--- src/include/upmd_pkg.sv ---
// Constants, mode encodings and packed carriers for the port mode decoder.
// Assumes a single 125 MHz core clock and an AXI4-Lite register bus.
package upmd_pkg;
    // ==========================================================
    // Register map (byte addresses)
    // ==========================================================
    localparam logic [7:0] UPMD_ADDR_CTRL = 8'h00;
    localparam logic [7:0] UPMD_ADDR_STAT = 8'h04;
    localparam logic [7:0] UPMD_ADDR_IRQ = 8'h08;
    localparam logic [7:0] UPMD_ADDR_MASK = 8'h0C;
    // CTRL fields
    localparam int UPMD_CTRL_SEL_LO = 0;
    localparam int UPMD_CTRL_SEL_HI = 1;
    localparam int UPMD_CTRL_EN = 2;
    localparam logic [31:0] UPMD_CTRL_RST = 32'h0000_0000;
    localparam logic [31:0] UPMD_MASK_RST = 32'h0000_0000;
    // IRQ event bits
    localparam int UPMD_EV_MODE = 0;
    localparam int UPMD_EV_LOAD_ON = 1;
    localparam int UPMD_EV_LOAD_OFF = 2;
    localparam int UPMD_EV_FAULT = 3;
    localparam int UPMD_EV_W = 4;
    localparam logic [1:0] UPMD_RESP_OK = 2'h0;
    localparam logic [1:0] UPMD_RESP_ERR = 2'h2;
    // ==========================================================
    // Timing
    // ==========================================================
    localparam int UPMD_CLK_MHZ = 125;
    localparam int UPMD_LOAD_ON_MS = 210;
    localparam int UPMD_LOAD_OFF_MS = 3000;
    localparam int UPMD_DISCH_US = 10;
    localparam int UPMD_LOAD_ON_CYC = UPMD_LOAD_ON_MS * 1000 * UPMD_CLK_MHZ;
    localparam int UPMD_LOAD_OFF_CYC = UPMD_LOAD_OFF_MS * 1000 * UPMD_CLK_MHZ;
    localparam int UPMD_DISCH_CYC = UPMD_DISCH_US * UPMD_CLK_MHZ;
    // ==========================================================
    // Modes
    // ==========================================================
    typedef enum logic [3:0] {
        UPMD_CLIENT = 4'h1,
        UPMD_SDP = 4'h2,
        UPMD_SDP_ALT = 4'h4,
        UPMD_CDP = 4'h8
    } upmd_mode_t;
    // Fault sources, packed together
    typedef struct packed {
        logic overtemp_shutdown;
        logic out_fault;
        logic dplus_input;
        logic dminus_input;
        logic overvoltage_protect;
        logic other;
    } upmd_fault_t;
    // Mode-dependent outputs
    typedef struct packed {
        logic power_on;
        logic high_current_limit;
        logic low_current_limit;
        logic cable_comp;
        logic load_current_monitor;
        logic fault_en;
        logic load_det_en;
        logic cdp_sig;
    } upmd_outs_t;
endpackage

--- src/rtl/upmd_timer.sv ---
// Up-counting qualifier: output rises after input held for LIMIT cycles.
// Assumes a synchronous level input; a lapse of the input restarts the count.
`timescale 1ns/100ps
module upmd_timer import upmd_pkg::*; #(
    parameter int LIMIT = 4
) (
    input wire logic i_clk,
    input wire logic i_rst_b,
    input wire logic i_ce,
    input wire logic i_cond,
    output logic o_done
);
    // ==========================================================
    // Counter
    // ==========================================================
    logic [31:0] cnt_q; // Cycles the condition has held
    // Saturating count; drops to zero the moment the condition lapses
    always_ff @(posedge i_clk or negedge i_rst_b) begin
        if (!i_rst_b) begin
            cnt_q <= 32'h0;
        end else if (i_ce) begin
            if (!i_cond) begin
                cnt_q <= 32'h0;
            end else if (cnt_q < 32'(LIMIT)) begin
                cnt_q <= cnt_q + 32'h1;
            end
        end
    end
    assign o_done = (cnt_q >= 32'(LIMIT));
endmodule

--- src/rtl/upmd_axil.sv ---
// AXI4-Lite slave for the four decoder registers.
// Assumes one outstanding write and one read; answers a read one cycle after taking, a write two.
`timescale 1ns/100ps
module upmd_axil import upmd_pkg::*; (
    input wire logic i_clk,
    input wire logic i_rst_b,
    input wire logic i_ce,
    input wire logic [7:0] i_awaddr,
    input wire logic i_awvalid,
    output logic o_awready,
    input wire logic [31:0] i_wdata,
    input wire logic [3:0] i_wstrb,
    input wire logic i_wvalid,
    output logic o_wready,
    output logic [1:0] o_bresp,
    output logic o_bvalid,
    input wire logic i_bready,
    input wire logic [7:0] i_araddr,
    input wire logic i_arvalid,
    output logic o_arready,
    output logic [31:0] o_rdata,
    output logic [1:0] o_rresp,
    output logic o_rvalid,
    input wire logic i_rready,
    input wire logic [31:0] i_stat,
    input wire logic [UPMD_EV_W-1:0] i_events,
    output logic [31:0] o_ctrl,
    output logic [UPMD_EV_W-1:0] o_mask,
    output logic o_irq
);
    // ==========================================================
    // Write channel
    // ==========================================================
    logic aw_have_q, w_have_q; // Captured halves of a write
    logic [7:0] awaddr_q;
    logic [31:0] wdata_q;
    logic [3:0] wstrb_q;
    logic [31:0] ctrl_q, mask_q;
    logic [UPMD_EV_W-1:0] irq_q;
    logic wr_go, rd_go, irq_rd;
    assign o_awready = !aw_have_q && !o_bvalid;
    assign o_wready = !w_have_q && !o_bvalid;
    assign wr_go = aw_have_q && w_have_q && !o_bvalid;
    // Address and data accepted in either order, response after both
    always_ff @(posedge i_clk or negedge i_rst_b) begin
        if (!i_rst_b) begin
            aw_have_q <= 1'b0;
            w_have_q <= 1'b0;
            awaddr_q <= 8'h00;
            wdata_q <= 32'h0;
            wstrb_q <= 4'h0;
            o_bvalid <= 1'b0;
            o_bresp <= UPMD_RESP_OK;
        end else if (i_ce) begin
            if (i_awvalid && o_awready) begin
                aw_have_q <= 1'b1;
                awaddr_q <= i_awaddr;
            end
            if (i_wvalid && o_wready) begin
                w_have_q <= 1'b1;
                wdata_q <= i_wdata;
                wstrb_q <= i_wstrb;
            end
            if (wr_go) begin
                aw_have_q <= 1'b0;
                w_have_q <= 1'b0;
                o_bvalid <= 1'b1;
                o_bresp <= (awaddr_q == UPMD_ADDR_CTRL || awaddr_q == UPMD_ADDR_MASK) ?
                    UPMD_RESP_OK : UPMD_RESP_ERR;
            end else if (o_bvalid && i_bready) begin
                o_bvalid <= 1'b0;
            end
        end
    end
    // Byte-lane writes into control and mask
    always_ff @(posedge i_clk or negedge i_rst_b) begin
        if (!i_rst_b) begin
            ctrl_q <= UPMD_CTRL_RST;
            mask_q <= UPMD_MASK_RST;
        end else if (i_ce && wr_go) begin
            for (int b = 0; b < 4; b++) begin
                if (wstrb_q[b] && awaddr_q == UPMD_ADDR_CTRL) begin
                    ctrl_q[b*8 +: 8] <= wdata_q[b*8 +: 8];
                end
                if (wstrb_q[b] && awaddr_q == UPMD_ADDR_MASK) begin
                    mask_q[b*8 +: 8] <= wdata_q[b*8 +: 8];
                end
            end
        end
    end
    // ==========================================================
    // Read channel and sticky events
    // ==========================================================
    assign o_arready = !o_rvalid;
    assign rd_go = i_arvalid && o_arready;
    assign irq_rd = rd_go && (i_araddr == UPMD_ADDR_IRQ);
    // Read-to-clear; a new event in the clearing cycle still lands
    always_ff @(posedge i_clk or negedge i_rst_b) begin
        if (!i_rst_b) begin
            irq_q <= '0;
        end else if (i_ce) begin
            irq_q <= (irq_rd ? '0 : irq_q) | i_events;
        end
    end
    // Registered read data, unmapped address gives SLVERR and zero
    always_ff @(posedge i_clk or negedge i_rst_b) begin
        if (!i_rst_b) begin
            o_rvalid <= 1'b0;
            o_rdata <= 32'h0;
            o_rresp <= UPMD_RESP_OK;
        end else if (i_ce) begin
            if (rd_go) begin
                o_rvalid <= 1'b1;
                o_rresp <= UPMD_RESP_OK;
                unique case (i_araddr)
                    UPMD_ADDR_CTRL: o_rdata <= ctrl_q;
                    UPMD_ADDR_STAT: o_rdata <= i_stat;
                    UPMD_ADDR_IRQ: o_rdata <= {{(32-UPMD_EV_W){1'b0}}, irq_q};
                    UPMD_ADDR_MASK: o_rdata <= mask_q;
                    default: begin
                        o_rdata <= 32'h0;
                        o_rresp <= UPMD_RESP_ERR;
                    end
                endcase
            end else if (o_rvalid && i_rready) begin
                o_rvalid <= 1'b0;
            end
        end
    end
    assign o_ctrl = ctrl_q;
    assign o_mask = mask_q[UPMD_EV_W-1:0];
    assign o_irq = |(irq_q & mask_q[UPMD_EV_W-1:0]);
endmodule

--- src/rtl/upmd_top.sv ---
// Mode decoder of a USB charging-port switch, with register access.
// Assumes all pin inputs synchronous to I_CORE_CLK; analog parts lie outside.
//
// The implementer's own choices: the AXI4-Lite slave port and the register offsets.
`timescale 1ns/100ps
module upmd_top import upmd_pkg::*; #(
    parameter int LOAD_ON_CYC = UPMD_LOAD_ON_CYC,
    parameter int LOAD_OFF_CYC = UPMD_LOAD_OFF_CYC,
    parameter int DISCH_CYC = UPMD_DISCH_CYC
) (
    input wire logic I_CORE_CLK,
    input wire logic I_RST_B,
    input wire logic I_CE,
    input wire logic [7:0] I_AWADDR,
    input wire logic I_AWVALID,
    output logic O_AWREADY,
    input wire logic [31:0] I_WDATA,
    input wire logic [3:0] I_WSTRB,
    input wire logic I_WVALID,
    output logic O_WREADY,
    output logic [1:0] O_BRESP,
    output logic O_BVALID,
    input wire logic I_BREADY,
    input wire logic [7:0] I_ARADDR,
    input wire logic I_ARVALID,
    output logic O_ARREADY,
    output logic [31:0] O_RDATA,
    output logic [1:0] O_RRESP,
    output logic O_RVALID,
    input wire logic I_RREADY,
    input wire logic I_LOAD_ABOVE,
    input wire logic I_LOAD_BELOW,
    input wire logic [5:0] I_FAULTS,
    output logic O_POWER_ON,
    output logic O_HIGH_CURRENT_LIMIT,
    output logic O_LOW_CURRENT_LIMIT,
    output logic O_CABLE_COMP,
    output logic O_LOAD_CURRENT_MONITOR,
    output logic O_DATA_SW_ON,
    output logic O_DISCHARGE,
    output logic O_CDP_SIG,
    output logic O_LOAD_DETECT,
    output logic O_FAULT_B,
    output logic O_IRQ
);
    // ==========================================================
    // Register bus
    // ==========================================================
    logic [31:0] ctrl; // Software control word
    logic [31:0] stat; // Live status word
    logic [UPMD_EV_W-1:0] events; // One-cycle event pulses
    upmd_axil u_axil (
        .i_clk(I_CORE_CLK),
        .i_rst_b(I_RST_B),
        .i_ce(I_CE),
        .i_awaddr(I_AWADDR),
        .i_awvalid(I_AWVALID),
        .o_awready(O_AWREADY),
        .i_wdata(I_WDATA),
        .i_wstrb(I_WSTRB),
        .i_wvalid(I_WVALID),
        .o_wready(O_WREADY),
        .o_bresp(O_BRESP),
        .o_bvalid(O_BVALID),
        .i_bready(I_BREADY),
        .i_araddr(I_ARADDR),
        .i_arvalid(I_ARVALID),
        .o_arready(O_ARREADY),
        .o_rdata(O_RDATA),
        .o_rresp(O_RRESP),
        .o_rvalid(O_RVALID),
        .i_rready(I_RREADY),
        .i_stat(stat),
        .i_events(events),
        .o_ctrl(ctrl),
        .o_mask(),
        .o_irq(O_IRQ)
    );
    // ==========================================================
    // Mode decode
    // ==========================================================
    logic mode_select_hi, mode_select_lo, enable;
    upmd_mode_t mode_d, mode_q;
    assign mode_select_hi = ctrl[UPMD_CTRL_SEL_HI];
    assign mode_select_lo = ctrl[UPMD_CTRL_SEL_LO];
    assign enable = ctrl[UPMD_CTRL_EN];
    // CTRL select bits to one-hot mode
    always_comb begin
        unique case ({mode_select_hi, mode_select_lo})
            2'b00: mode_d = UPMD_CLIENT;
            2'b01: mode_d = UPMD_SDP;
            2'b10: mode_d = UPMD_SDP_ALT;
            2'b11: mode_d = UPMD_CDP;
        endcase
    end
    logic mode_chg; // Commanded mode differs from the held one
    logic ppm_swap; // Change between the two PPM modes
    logic disch_start;
    assign mode_chg = (mode_d != mode_q);
    assign ppm_swap = (mode_q == UPMD_SDP_ALT && mode_d == UPMD_CDP) ||
        (mode_q == UPMD_CDP && mode_d == UPMD_SDP_ALT);
    assign disch_start = mode_chg && !ppm_swap;
    // Follow the select inputs each cycle
    always_ff @(posedge I_CORE_CLK or negedge I_RST_B) begin
        if (!I_RST_B) begin
            mode_q <= UPMD_CLIENT;
        end else if (I_CE) begin
            mode_q <= mode_d;
        end
    end
    // ==========================================================
    // Output rail discharge
    // ==========================================================
    logic [15:0] disch_q; // Remaining discharge cycles
    // A fresh change other than a PPM swap during a discharge restarts it
    always_ff @(posedge I_CORE_CLK or negedge I_RST_B) begin
        if (!I_RST_B) begin
            disch_q <= 16'h0;
        end else if (I_CE) begin
            if (disch_start) begin
                disch_q <= 16'(DISCH_CYC);
            end else if (disch_q != 16'h0) begin
                disch_q <= disch_q - 16'h1;
            end
        end
    end
    logic discharging;
    assign discharging = (disch_q != 16'h0);
    // ==========================================================
    // Mode outputs
    // ==========================================================
    upmd_outs_t outs;
    // Client leaves power off yet stays active without an external rail
    always_comb begin
        outs = '0;
        unique case (mode_q)
            UPMD_CLIENT: outs.power_on = 1'b0;
            UPMD_SDP, UPMD_SDP_ALT: begin
                outs.power_on = 1'b1;
                outs.low_current_limit = 1'b1;
                outs.cable_comp = 1'b1;
                outs.load_current_monitor = 1'b1;
                outs.fault_en = 1'b1;
            end
            UPMD_CDP: begin
                outs.power_on = 1'b1;
                outs.high_current_limit = 1'b1;
                outs.cable_comp = 1'b1;
                outs.load_current_monitor = 1'b1;
                outs.fault_en = 1'b1;
                outs.load_det_en = 1'b1;
                outs.cdp_sig = 1'b1;
            end
        endcase
    end
    // Fault qualification; alternate port ignores the miscellaneous source
    upmd_fault_t flt;
    logic fault_hit;
    assign flt = upmd_fault_t'(I_FAULTS);
    always_comb begin
        if (mode_q == UPMD_SDP_ALT) begin
            fault_hit = flt.overtemp_shutdown | flt.out_fault | flt.dplus_input |
                flt.dminus_input | flt.overvoltage_protect;
        end else begin
            fault_hit = |I_FAULTS;
        end
    end
    logic sw_on; // Data switches, all modes here pass data
    assign sw_on = enable && !discharging;
    // ==========================================================
    // Load detect
    // ==========================================================
    logic on_done, off_done, load_q;
    upmd_timer #(.LIMIT(LOAD_ON_CYC)) u_on (
        .i_clk(I_CORE_CLK),
        .i_rst_b(I_RST_B),
        .i_ce(I_CE),
        .i_cond(I_LOAD_ABOVE && outs.load_det_en),
        .o_done(on_done)
    );
    upmd_timer #(.LIMIT(LOAD_OFF_CYC)) u_off (
        .i_clk(I_CORE_CLK),
        .i_rst_b(I_RST_B),
        .i_ce(I_CE),
        .i_cond(I_LOAD_BELOW || !outs.load_det_en),
        .o_done(off_done)
    );
    // Status flag with hysteresis; leaving CDP drops it at once
    always_ff @(posedge I_CORE_CLK or negedge I_RST_B) begin
        if (!I_RST_B) begin
            load_q <= 1'b0;
        end else if (I_CE) begin
            if (!outs.load_det_en) begin
                load_q <= 1'b0;
            end else if (on_done) begin
                load_q <= 1'b1;
            end else if (off_done) begin
                load_q <= 1'b0;
            end
        end
    end
    // ==========================================================
    // Registered outputs and events
    // ==========================================================
    logic load_p_q, fault_p_q;
    always_ff @(posedge I_CORE_CLK or negedge I_RST_B) begin
        if (!I_RST_B) begin
            O_POWER_ON <= 1'b0;
            O_HIGH_CURRENT_LIMIT <= 1'b0;
            O_LOW_CURRENT_LIMIT <= 1'b0;
            O_CABLE_COMP <= 1'b0;
            O_LOAD_CURRENT_MONITOR <= 1'b0;
            O_DATA_SW_ON <= 1'b0;
            O_DISCHARGE <= 1'b0;
            O_CDP_SIG <= 1'b0;
            O_FAULT_B <= 1'b1;
            load_p_q <= 1'b0;
            fault_p_q <= 1'b0;
        end else if (I_CE) begin
            O_POWER_ON <= outs.power_on;
            O_HIGH_CURRENT_LIMIT <= outs.high_current_limit;
            O_LOW_CURRENT_LIMIT <= outs.low_current_limit;
            O_CABLE_COMP <= outs.cable_comp;
            O_LOAD_CURRENT_MONITOR <= outs.load_current_monitor;
            O_DATA_SW_ON <= sw_on;
            O_DISCHARGE <= discharging;
            O_CDP_SIG <= outs.cdp_sig && sw_on;
            O_FAULT_B <= !(fault_hit && outs.fault_en);
            load_p_q <= load_q;
            fault_p_q <= fault_hit && outs.fault_en;
        end
    end
    assign O_LOAD_DETECT = load_p_q;
    assign events = {fault_hit && outs.fault_en && !fault_p_q && I_CE,
        !load_q && load_p_q && I_CE, load_q && !load_p_q && I_CE, mode_chg && I_CE};
    assign stat = {20'h0, O_FAULT_B, load_q, discharging, sw_on, mode_q, 2'h0,
        mode_select_hi, mode_select_lo};
    // ==========================================================
    // Checks
    // ==========================================================
    a_mode_decode: assert property (@(posedge I_CORE_CLK) disable iff (!I_RST_B)
        I_CE |=> (mode_q == UPMD_CDP) == $past(mode_select_hi && mode_select_lo))
        else $error("mode decode wrong");
    a_client_power: assert property (@(posedge I_CORE_CLK) disable iff (!I_RST_B)
        I_CE && mode_q == UPMD_CLIENT |=> !O_POWER_ON)
        else $error("power on in client mode");
    a_ppm_nodisch: assert property (@(posedge I_CORE_CLK) disable iff (!I_RST_B)
        I_CE && ppm_swap && !discharging |=> !discharging)
        else $error("discharge on ppm swap");
    a_disch_start: assert property (@(posedge I_CORE_CLK) disable iff (!I_RST_B)
        I_CE && disch_start |=> discharging ##1 !O_DATA_SW_ON)
        else $error("discharge not started");
    a_sw_enable: assert property (@(posedge I_CORE_CLK) disable iff (!I_RST_B)
        I_CE && !enable |=> !O_DATA_SW_ON)
        else $error("switch on without enable");
    a_sw_disch: assert property (@(posedge I_CORE_CLK) disable iff (!I_RST_B)
        I_CE && discharging |=> !O_DATA_SW_ON)
        else $error("switch on in discharge");
    a_cdp_sw: assert property (@(posedge I_CORE_CLK) disable iff (!I_RST_B)
        I_CE && mode_q == UPMD_CDP && enable && !discharging |=> O_DATA_SW_ON && O_CDP_SIG)
        else $error("cdp switch off");
    a_alt_fault: assert property (@(posedge I_CORE_CLK) disable iff (!I_RST_B)
        I_CE && mode_q == UPMD_SDP_ALT && I_FAULTS == 6'h01 |=> O_FAULT_B)
        else $error("alt mode tripped on excluded fault");
    a_load_drop: assert property (@(posedge I_CORE_CLK) disable iff (!I_RST_B)
        I_CE && !outs.load_det_en |=> !load_q)
        else $error("load detect outside cdp");
endmodule

--- config.mk ---
export PLATFORM = sky130hd
export DESIGN_NAME = upmd_top
export DESIGN_NICKNAME = d
export VERILOG_FILES = /design/src/include/upmd_pkg.sv /design/src/rtl/upmd_timer.sv /design/src/rtl/upmd_axil.sv /design/src/rtl/upmd_top.sv
export SDC_FILE = /design/constraint.sdc
export NUM_CORES = 1
export LEC_CHECK = 0
export ABC_CLOCK_PERIOD_IN_PS = 3300
export BUFFER_PORTS_ARGS = -buffer_cell sky130_fd_sc_hd__clkbuf_2
export CAP_MARGIN = 20
export CELL_PAD_IN_SITES_DETAIL_PLACEMENT = 0
export CELL_PAD_IN_SITES_GLOBAL_PLACEMENT = 1
export CORE_MARGIN = 5
export CORE_UTILIZATION = 32
export DETAILED_ROUTE_END_ITERATION = 8
export PLACE_DENSITY = 0.59
export SKIP_CTS_REPAIR_TIMING = 1
export SYNTH_ARGS = -nofsm -noshare
export SYNTH_HDL_FRONTEND = slang
export SYNTH_SLANG_ARGS = --single-unit
--- constraint.sdc ---
create_clock -name I_CORE_CLK -period 3.3 [get_ports I_CORE_CLK]
set_input_delay 0.495 -clock I_CORE_CLK [delete_from_list [all_inputs] [get_ports I_CORE_CLK]]
set_output_delay 0.495 -clock I_CORE_CLK [all_outputs]
set_load 0.02 [all_outputs]
# Word-level counts from Yosys, hierarchy flattened
# Cells that the tools add are included.
# word_totals
ff_bits	248
output_inout_bits	52
elab_cells	174
# op_classes
add_sub_neg	3
n_lt_le_gt_ge	4
eq_ne	17
muxes	28
n_bitwise	6
reduce_logical	81
# ops
op	n
$mux 32	4
$pmux 32 s4	1
$add 32x1->32 const B	2
$reduce_and 2->1	20
$logic_and 1x1->1	33
$ge 32x25->1 const B	1
$ge 32x29->1 const B	1
$lt 32x25->1 const B	1
$lt 32x29->1 const B	1
$mux 16	2
$eq 8x4->1 const B	3
$logic_not 8->1	2
$pmux 4 s4	1
$reduce_bool 16->1	1
$sub 16x1->16 const B	1
$mux 1	14
$logic_not 1->1	11
$reduce_bool 2->1	5
$eq 4x3->1 const B	2
$eq 4x4->1 const B	2
$eq 8x3->1 const B	1
$reduce_or 4->1	2
$mux 2	3
$reduce_or 6->1	1
17 further kinds	24

# Depth between registers and ports, before layout
# Gate-level depths: netlist (run 1).
# depth
ltp_word	9
mapped_depth	9
mapped_depth_nobuf	7

# By module
# Synthesis (run 1) repeated with hierarchy kept, for this count alone.
# unflattened
hier_cells	1138
hier_area_um2	12515.8
# modules_own_cells
module	n_inst	cells_per_inst	area_each_um2	seq_area_each_um2
upmd_axil	1	468	6667.6	3753.6
upmd_timer at u_off	1	277	2277.2	800.8
upmd_timer at u_on	1	209	1875.5	800.8
upmd_top	1	184	1695.4	753.2

# Worst setup path after synthesis (run 1)
# No wires, ideal clock.
# synth_path
path_kind	register -> register
startpoint	register disch_q[7]
endpoint	register disch_q[15]
setup_ns	0.139
arrival_time_ns	2.156
required_ns	3.161
setup_slack_ns	1.005
path_stages_with_launch	8
path_buffers	1
synth_period_minus_slack_ns	2.295
path_cell_list	dfrtp_1 -> or4_4 -> or3_1 -> buf_2 -> or4_1 -> a21oi_2 -> xnor2_1 -> nor2_1
# synth_via
elab_chain_cells	3
# synth_lines
item	line	source
start, declared	upmd_top.sv:114	logic [15:0] disch_q;
start signal, assigned	upmd_top.sv:121	disch_q <= 16'(DISCH_CYC);
start signal, assigned	upmd_top.sv:123	disch_q <= disch_q - 16'h1;
$sub 16x1->16 or $reduce_bool 16->1 (tied branches)	upmd_top.sv:123, upmd_top.sv:122	
$mux 16 or $reduce_bool 2->1 (tied branches)	-	
$mux 16 or $reduce_and 2->1 (tied branches)	-	
# Parallel ways exist; a longest one is shown, timed or not. The select of a mux whose other input is x is not followed.
# A chain may end at the register's enable or synchronous reset.

# Worst setup path after layout (run 1)
# layout_path
startpoint	register u_off.cnt_q[14]
endpoint	register u_off.cnt_q[26]
# layout_via
elab_chain_cells	3
# layout_lines
item	line	source
start, declared	upmd_timer.sv:16	logic [31:0] cnt_q;
start signal, assigned	upmd_timer.sv:25	cnt_q <= cnt_q + 32'h1;
$add 32x1->32 or $lt 32x29->1 (tied branches)	upmd_timer.sv:25, upmd_timer.sv:24	
$mux 32 or $ne 2x2->1 (tied branches)	-	
$mux 32 or $reduce_and 2->1 (tied branches)	-	
# Parallel ways exist; a longest one is shown, timed or not. The select of a mux whose other input is x is not followed.

==> results of run 1 <==
==> worst min-delay path by stage <==
stage	from	to	cells past startpoint	slack (ns)
after floorplan	I_RST_B	O_CDP_SIG	0	0.20
after global placement	fault_p_q	fault_p_q	1	0.47
after detailed placement	fault_p_q	fault_p_q	1	0.47
after CTS	I_RST_B	u_off.cnt_q[17]	1	-0.07
after global routing	I_WDATA[18]	u_axil.wdata_q[18]	2	0.14
final	I_WDATA[24]	u_axil.wdata_q[24]	2	0.16
==> through the flow <==
stage                     instance area [um2]  util [%]
after floorplan                         11040         -
after global placement                  12220     35.64
after detailed placement                12220     35.64
after CTS                               13270     38.71
after global routing                    13280     38.74
final                                   13280     38.74
==> cell usage after synthesis, drive strengths merged (11+ instances only) <==
cell type	count	area [um2]
nor3	14	70.07
or3	15	100.1
and3	17	106.4
clkbuf	23	86.33
xnor2	13	113.9
nor2	61	231.5
and2	11	68.82
xor2	19	166.4
buf	20	143.9
nor4	14	87.58
nand2	99	374.1
dfrtp	242	6056
inv	18	67.56
nand3	47	247.7
mux2	115	1295
o21ai	61	316.6
o211ai	12	90.09
nand4	15	93.84
nor2b	13	81.33
or4	18	150.1
a21oi	37	196.4
a22oi	24	180.2
==> layout make-up <==
type / instances / area, um2 / area share, %
well taps: 455 / 569.3 / 4.286
clock buffers: 36 / 792.0 / 5.963
repair buffers: 142 / 823.3 / 6.199
flip-flops and latches: 244 / 6108 / 45.99
multi-input cells: 680 / 4657 / 35.06
clock inverters: 18 / 260.3 / 1.959
inverters: 19 / 71.32 / 0.5370
==> state kept, by name (all words and copies together) (netlist names), 4 cells and up <==
signal / count
disch_q: 16
mode_q: 4
u_axil.awaddr_q: 8
u_axil.irq_q: 4
u_axil.mask_q: 32
u_axil.o_ctrl: 32
u_axil.o_rdata: 32
u_axil.wdata_q: 32
u_axil.wstrb_q: 4
u_off.cnt_q: 32
u_on.cnt_q: 32
==> cells by family (layout without fill, tap and decap cells) <==
family	Yosys count	in the layout	synth area share [%]
XOR/XNOR	32	32	2.539
flip-flops	244	244	55.33
adder cells (fa/ha/maj)	5	5	0.5666
multiplexers	123	123	12.45
other	1	2	0.03397
buffers and inverters	62	215	2.731
AO/OA/AOI/OAI	171	171	9.984
AND/OR/NAND/NOR	347	347	16.36
==> routing by layer <==
metal | vias to the layer above | wire length (um) | part of all wire, %
li1 | 3813 | - | -
met1 | 3940 | 13920 | 49
met2 | 134 | 12790 | 45
met3 | 38 | 1220 | 4.3
met4 | 0 | 498 | 1.8
met5 | - | 0 | 0
==> worst max-delay path, delay by kind of cell (launching register included) <==
family | cells | cell delay (ns)
DFF | 1 | 0.42
AOI/OAI and AO/OA | 2 | 0.29
and+or+nand+nor | 4 | 1.88
==> where the power goes <==
part	switching [mW]	leakage [nW]	internal [mW]
sequential	0.380	3.24	3.46
combinational	0.513	2.31	0.541
clock	1.33	0.520	2.17
==> impl_metrics.toml, run 1 <==
[run_status]
status = "completed"

[timing]
setup_ws_ns = 0.6175
tns_ns = 0
finalSetupViolations = 0
finalMaxSlewViolations = 0
fmax_mhz = 372.8
hold_ws_ns = 0.1555
tightest_slew_ns = 0.8739
min_period_over_period_pct = 81.29
rsz0062_at_grt = "false"
clock_skew_ns = 0.01766
finalHoldViolCount = 0
relSlewSlack_pct = 41.21
finalCriticalPeriod_ns = 2.682

[finish]
n_antenna_cell = 0
area_growth_pct = 20.30
layout_commonest_cell = "dfrtp_1"
layout_common_cells = "dfrtp_1 (242), clkbuf_2 (116), mux2_2 (115), nand2_1 (98), nor2_1 (60)"
fin_cells = 1594
drive_above_1_share_pct = 30.38
fin_nets = 1189
fill_cells = 3368

[worst_setup_path]
crit_path_start = "u_off.cnt_q[14]"
crit_end = "u_off.cnt_q[26]"
rr_worst_depth = 6
crit_arrival_ns = 3.15
r2r_start = "u_off.cnt_q[14]"
cp_slowest_cell = "or4_2"
cpPeakStageDelay_ns = 0.73
cp.required_ns = 3.77
path_max_fanout = 28
critPathLaunchType = "register"
path_class = "register to register"
reg2reg_slack_ns = 0.62
r2r-end = "u_off.cnt_q[26]"
end_kind = "register"
path_cells = "or4_1, a21oi_1, or4_1, nand3_4, or4_2, a21oi_1"

[clock_tree]
clk_latency_ns = 0.57
htreeDepth = 1
cts_buffer_depth = 3
clock-sinks = 244
cts_tree = "yes"
numCtsBuffers = 29
root_buffer = "clkbuf_16"
clk_pin_slew_ns = 0.06

[pwr]
powerDensity_mw_per_mm2 = 631.6
leakage_nw = 6.074
p_total_mw = 8.389
ir_drop_mv = 0.4281

[yosys]
synthCells = 985
synth-edff-count = 0
ys_seq_area_share_pct = 55.33
avgSynthCellArea_um2 = 11.21
synthArstFlopShare_pct = 100.0
yosysUniqueCellTypes = 71
syn_area_mm2 = 0.01104
ys_warn_count = 0
ys_ff_latch = 244
synth_ff_type = "dfrtp_1"

[grt]
grt.met3_usage_pct = 2.559
use_met1_pct = 21.52
grt_antenna_before_repair = 0
grt.met2_usage_pct = 23.26
grt_pass1_vias = 8179
grt_overflow_total = 0
grt_pass1_wl_um = 46420
grt_max_degree = 81
grtUsageTotal_pct = 14.73
top_usage_layer = "met2"

[drt]
ant_nets = 0
wl_per_cell_um = 17.84
avgViaCountPerCell = 4.972
vias = 7925
drc = 0
detailedRoute.firstIterationViolations = 350
drt_wl_total_um = 28430
dr.pass1.iters = 5

[die]
die-height_um = 195.7
num_rows = 68
start_util_pct = 32.20
core-area_mm2 = 0.03429
die_area_mm2 = 0.03832
io_pins = 120
die_x_um = 195.7

[place]
io_buffer_count = 117
dp_hpwl_um = 19370
gp_congestion = 0.7534
post-place-ws_ns = 0.6192
place_inst = 1539

[job]
cap_violations = 0

[worst_hold_path]
hold_class = "primary input to register"
Note: power is estimated with default switching activity, not from simulation.
==> run 2, diff against run 1 <==
ABC_CLOCK_PERIOD_IN_PS = 2700   (was 3300)
clock period = 2.7 ns   (was 3.3 ns; I/O delays follow)
==> run 2 against run 1 <==
Against the previous run: fmax increased by 9.5%; utilization about the same; critical path depth unchanged; clock skew increased by 0.0042 ns; clock power increased by 10%; die area unchanged; non-clock buffer count increased by 13; first-iteration DRC count decreased by 7.1%; count of clock-buffer cells in the layout increased by 7; register-to-register slack got worse by 0.37 ns; setup slack got worse by 0.37 ns.
==> impl_metrics.toml, run 2 (synthesized netlist as in run 1, its figures left out) <==
[die]
num_rows = 68
start_util_pct = 32.20
io_pins = 120
core-area_mm2 = 0.03429
die_x_um = 195.7
die_area_mm2 = 0.03832
die-height_um = 195.7

[worst_hold_path]
hold_start = "I_WDATA[5]"
hold_class = "primary input to register"

[worst_setup_path]
critPathLaunchType = "register"
r2r_start = "u_off.cnt_q[15]"
cp.required_ns = 3.17
path_class = "register to register"
end_kind = "register"
crit_arrival_ns = 2.91
crit_path_start = "u_off.cnt_q[15]"
path_max_fanout = 23

[drt]
avgViaCountPerCell = 4.980
dr.pass1.iters = 4
detailedRoute.firstIterationViolations = 325
ant_nets = 0
drt_wl_total_um = 28450
wl_per_cell_um = 17.70
drc = 0
vias = 8003

[place]
dp_hpwl_um = 19680
place_inst = 1552
gp_congestion = 0.7856
io_buffer_count = 117
place_area_mm2 = 0.01233
post-place-ws_ns = 0.2364

[clock_tree]
cts_buffer_depth = 3
clk_latency_ns = 0.54
cts_tree = "yes"
clk_pin_slew_ns = 0.06
htreeDepth = 1
clock-sinks = 244
numCtsBuffers = 29
root_buffer = "clkbuf_16"

[timing]
finalHoldViolCount = 0
finalCriticalPeriod_ns = 2.449
finalMaxSlewViolations = 0
clock_skew_ns = 0.02184
setup_ws_ns = 0.2514
tns_ns = 0
min_period_over_period_pct = 90.69
hold_ws_ns = 0.09403
finalSetupViolations = 0
fmax_mhz = 408.4
rsz0062_at_grt = "false"
relSlewSlack_pct = 56.17
tightest_slew_ns = 0.6546

[grt]
grt_pass1_vias = 8234
grt_antenna_before_repair = 2
grt_overflow_total = 0
grt_max_degree = 66
grt_pass1_wl_um = 46330
grtUsageTotal_pct = 14.72

[finish]
fin_nets = 1202
layout_commonest_cell = "dfrtp_1"
layout_common_cells = "dfrtp_1 (242), clkbuf_2 (116), mux2_2 (115), nand2_1 (98), nor2_1 (60)"
area_growth_pct = 20.36
n_antenna_cell = 0
fin_cells = 1607
drive_above_1_share_pct = 30.73
fin_util_pct = 38.76
finish.instance_area_mm2 = 0.01329

[job]
cap_violations = 0

[pwr]
ir_drop_mv = 0.4881
p_total_mw = 9.856
powerDensity_mw_per_mm2 = 741.7
leakage_nw = 6.095

[run_status]
status = "completed"
-- run 2: power breakdown --
group / switching, mW / leakage, nW / internal [mW]
logic: 0.640 / 2.38 / 0.676
clock network: 1.53 / 0.470 / 2.33
registers: 0.453 / 3.24 / 4.22
-- run 2: layout make-up --
cell class                 instances  area, um2
fill                            3371      21000
sequential                       244       6108
multi-input combinational        680       4657
timing repair buffer             155      933.4
clock buffer                      43      838.3
tap                              455      569.3
clock inverter                    11      111.4
inverter                          19      71.32
-- run 2: layer usage --
| metal | up-vias | track usage (%) | routed length (um) |
|---|---|---|---|
| li1 | 3837 | - | - |
| met3 | 31 | 3.194 | 1458 |
| met4 | 4 | 2.560 | 317 |
| met1 | 4008 | 20.80 | 13460 |
| met5 | - | 0 | 21 |
| met2 | 123 | 23.71 | 13190 |
-- run 2: worst max-delay path: stages (launching register included) --
cell and delay (ns):
dfrtp_1 0.41, or4_1 0.54, a21oi_1 0.14, or4_1 0.20
nand3_4 0.24, or4_2 0.70, a21oi_1 0.16
-- run 2: worst paths after layout --
path,to,slack (ns),cells after the start
min,u_axil.wdata_q[5],0.09,2
min in group asynchronous,u_on.cnt_q[22],0.42,2
max in group asynchronous,u_on.cnt_q[28],1.48,3
max reg2reg,u_off.cnt_q[26],0.25,6
min reg2reg,u_axil.o_rdata[10],0.48,2
max,u_off.cnt_q[26],0.25,6
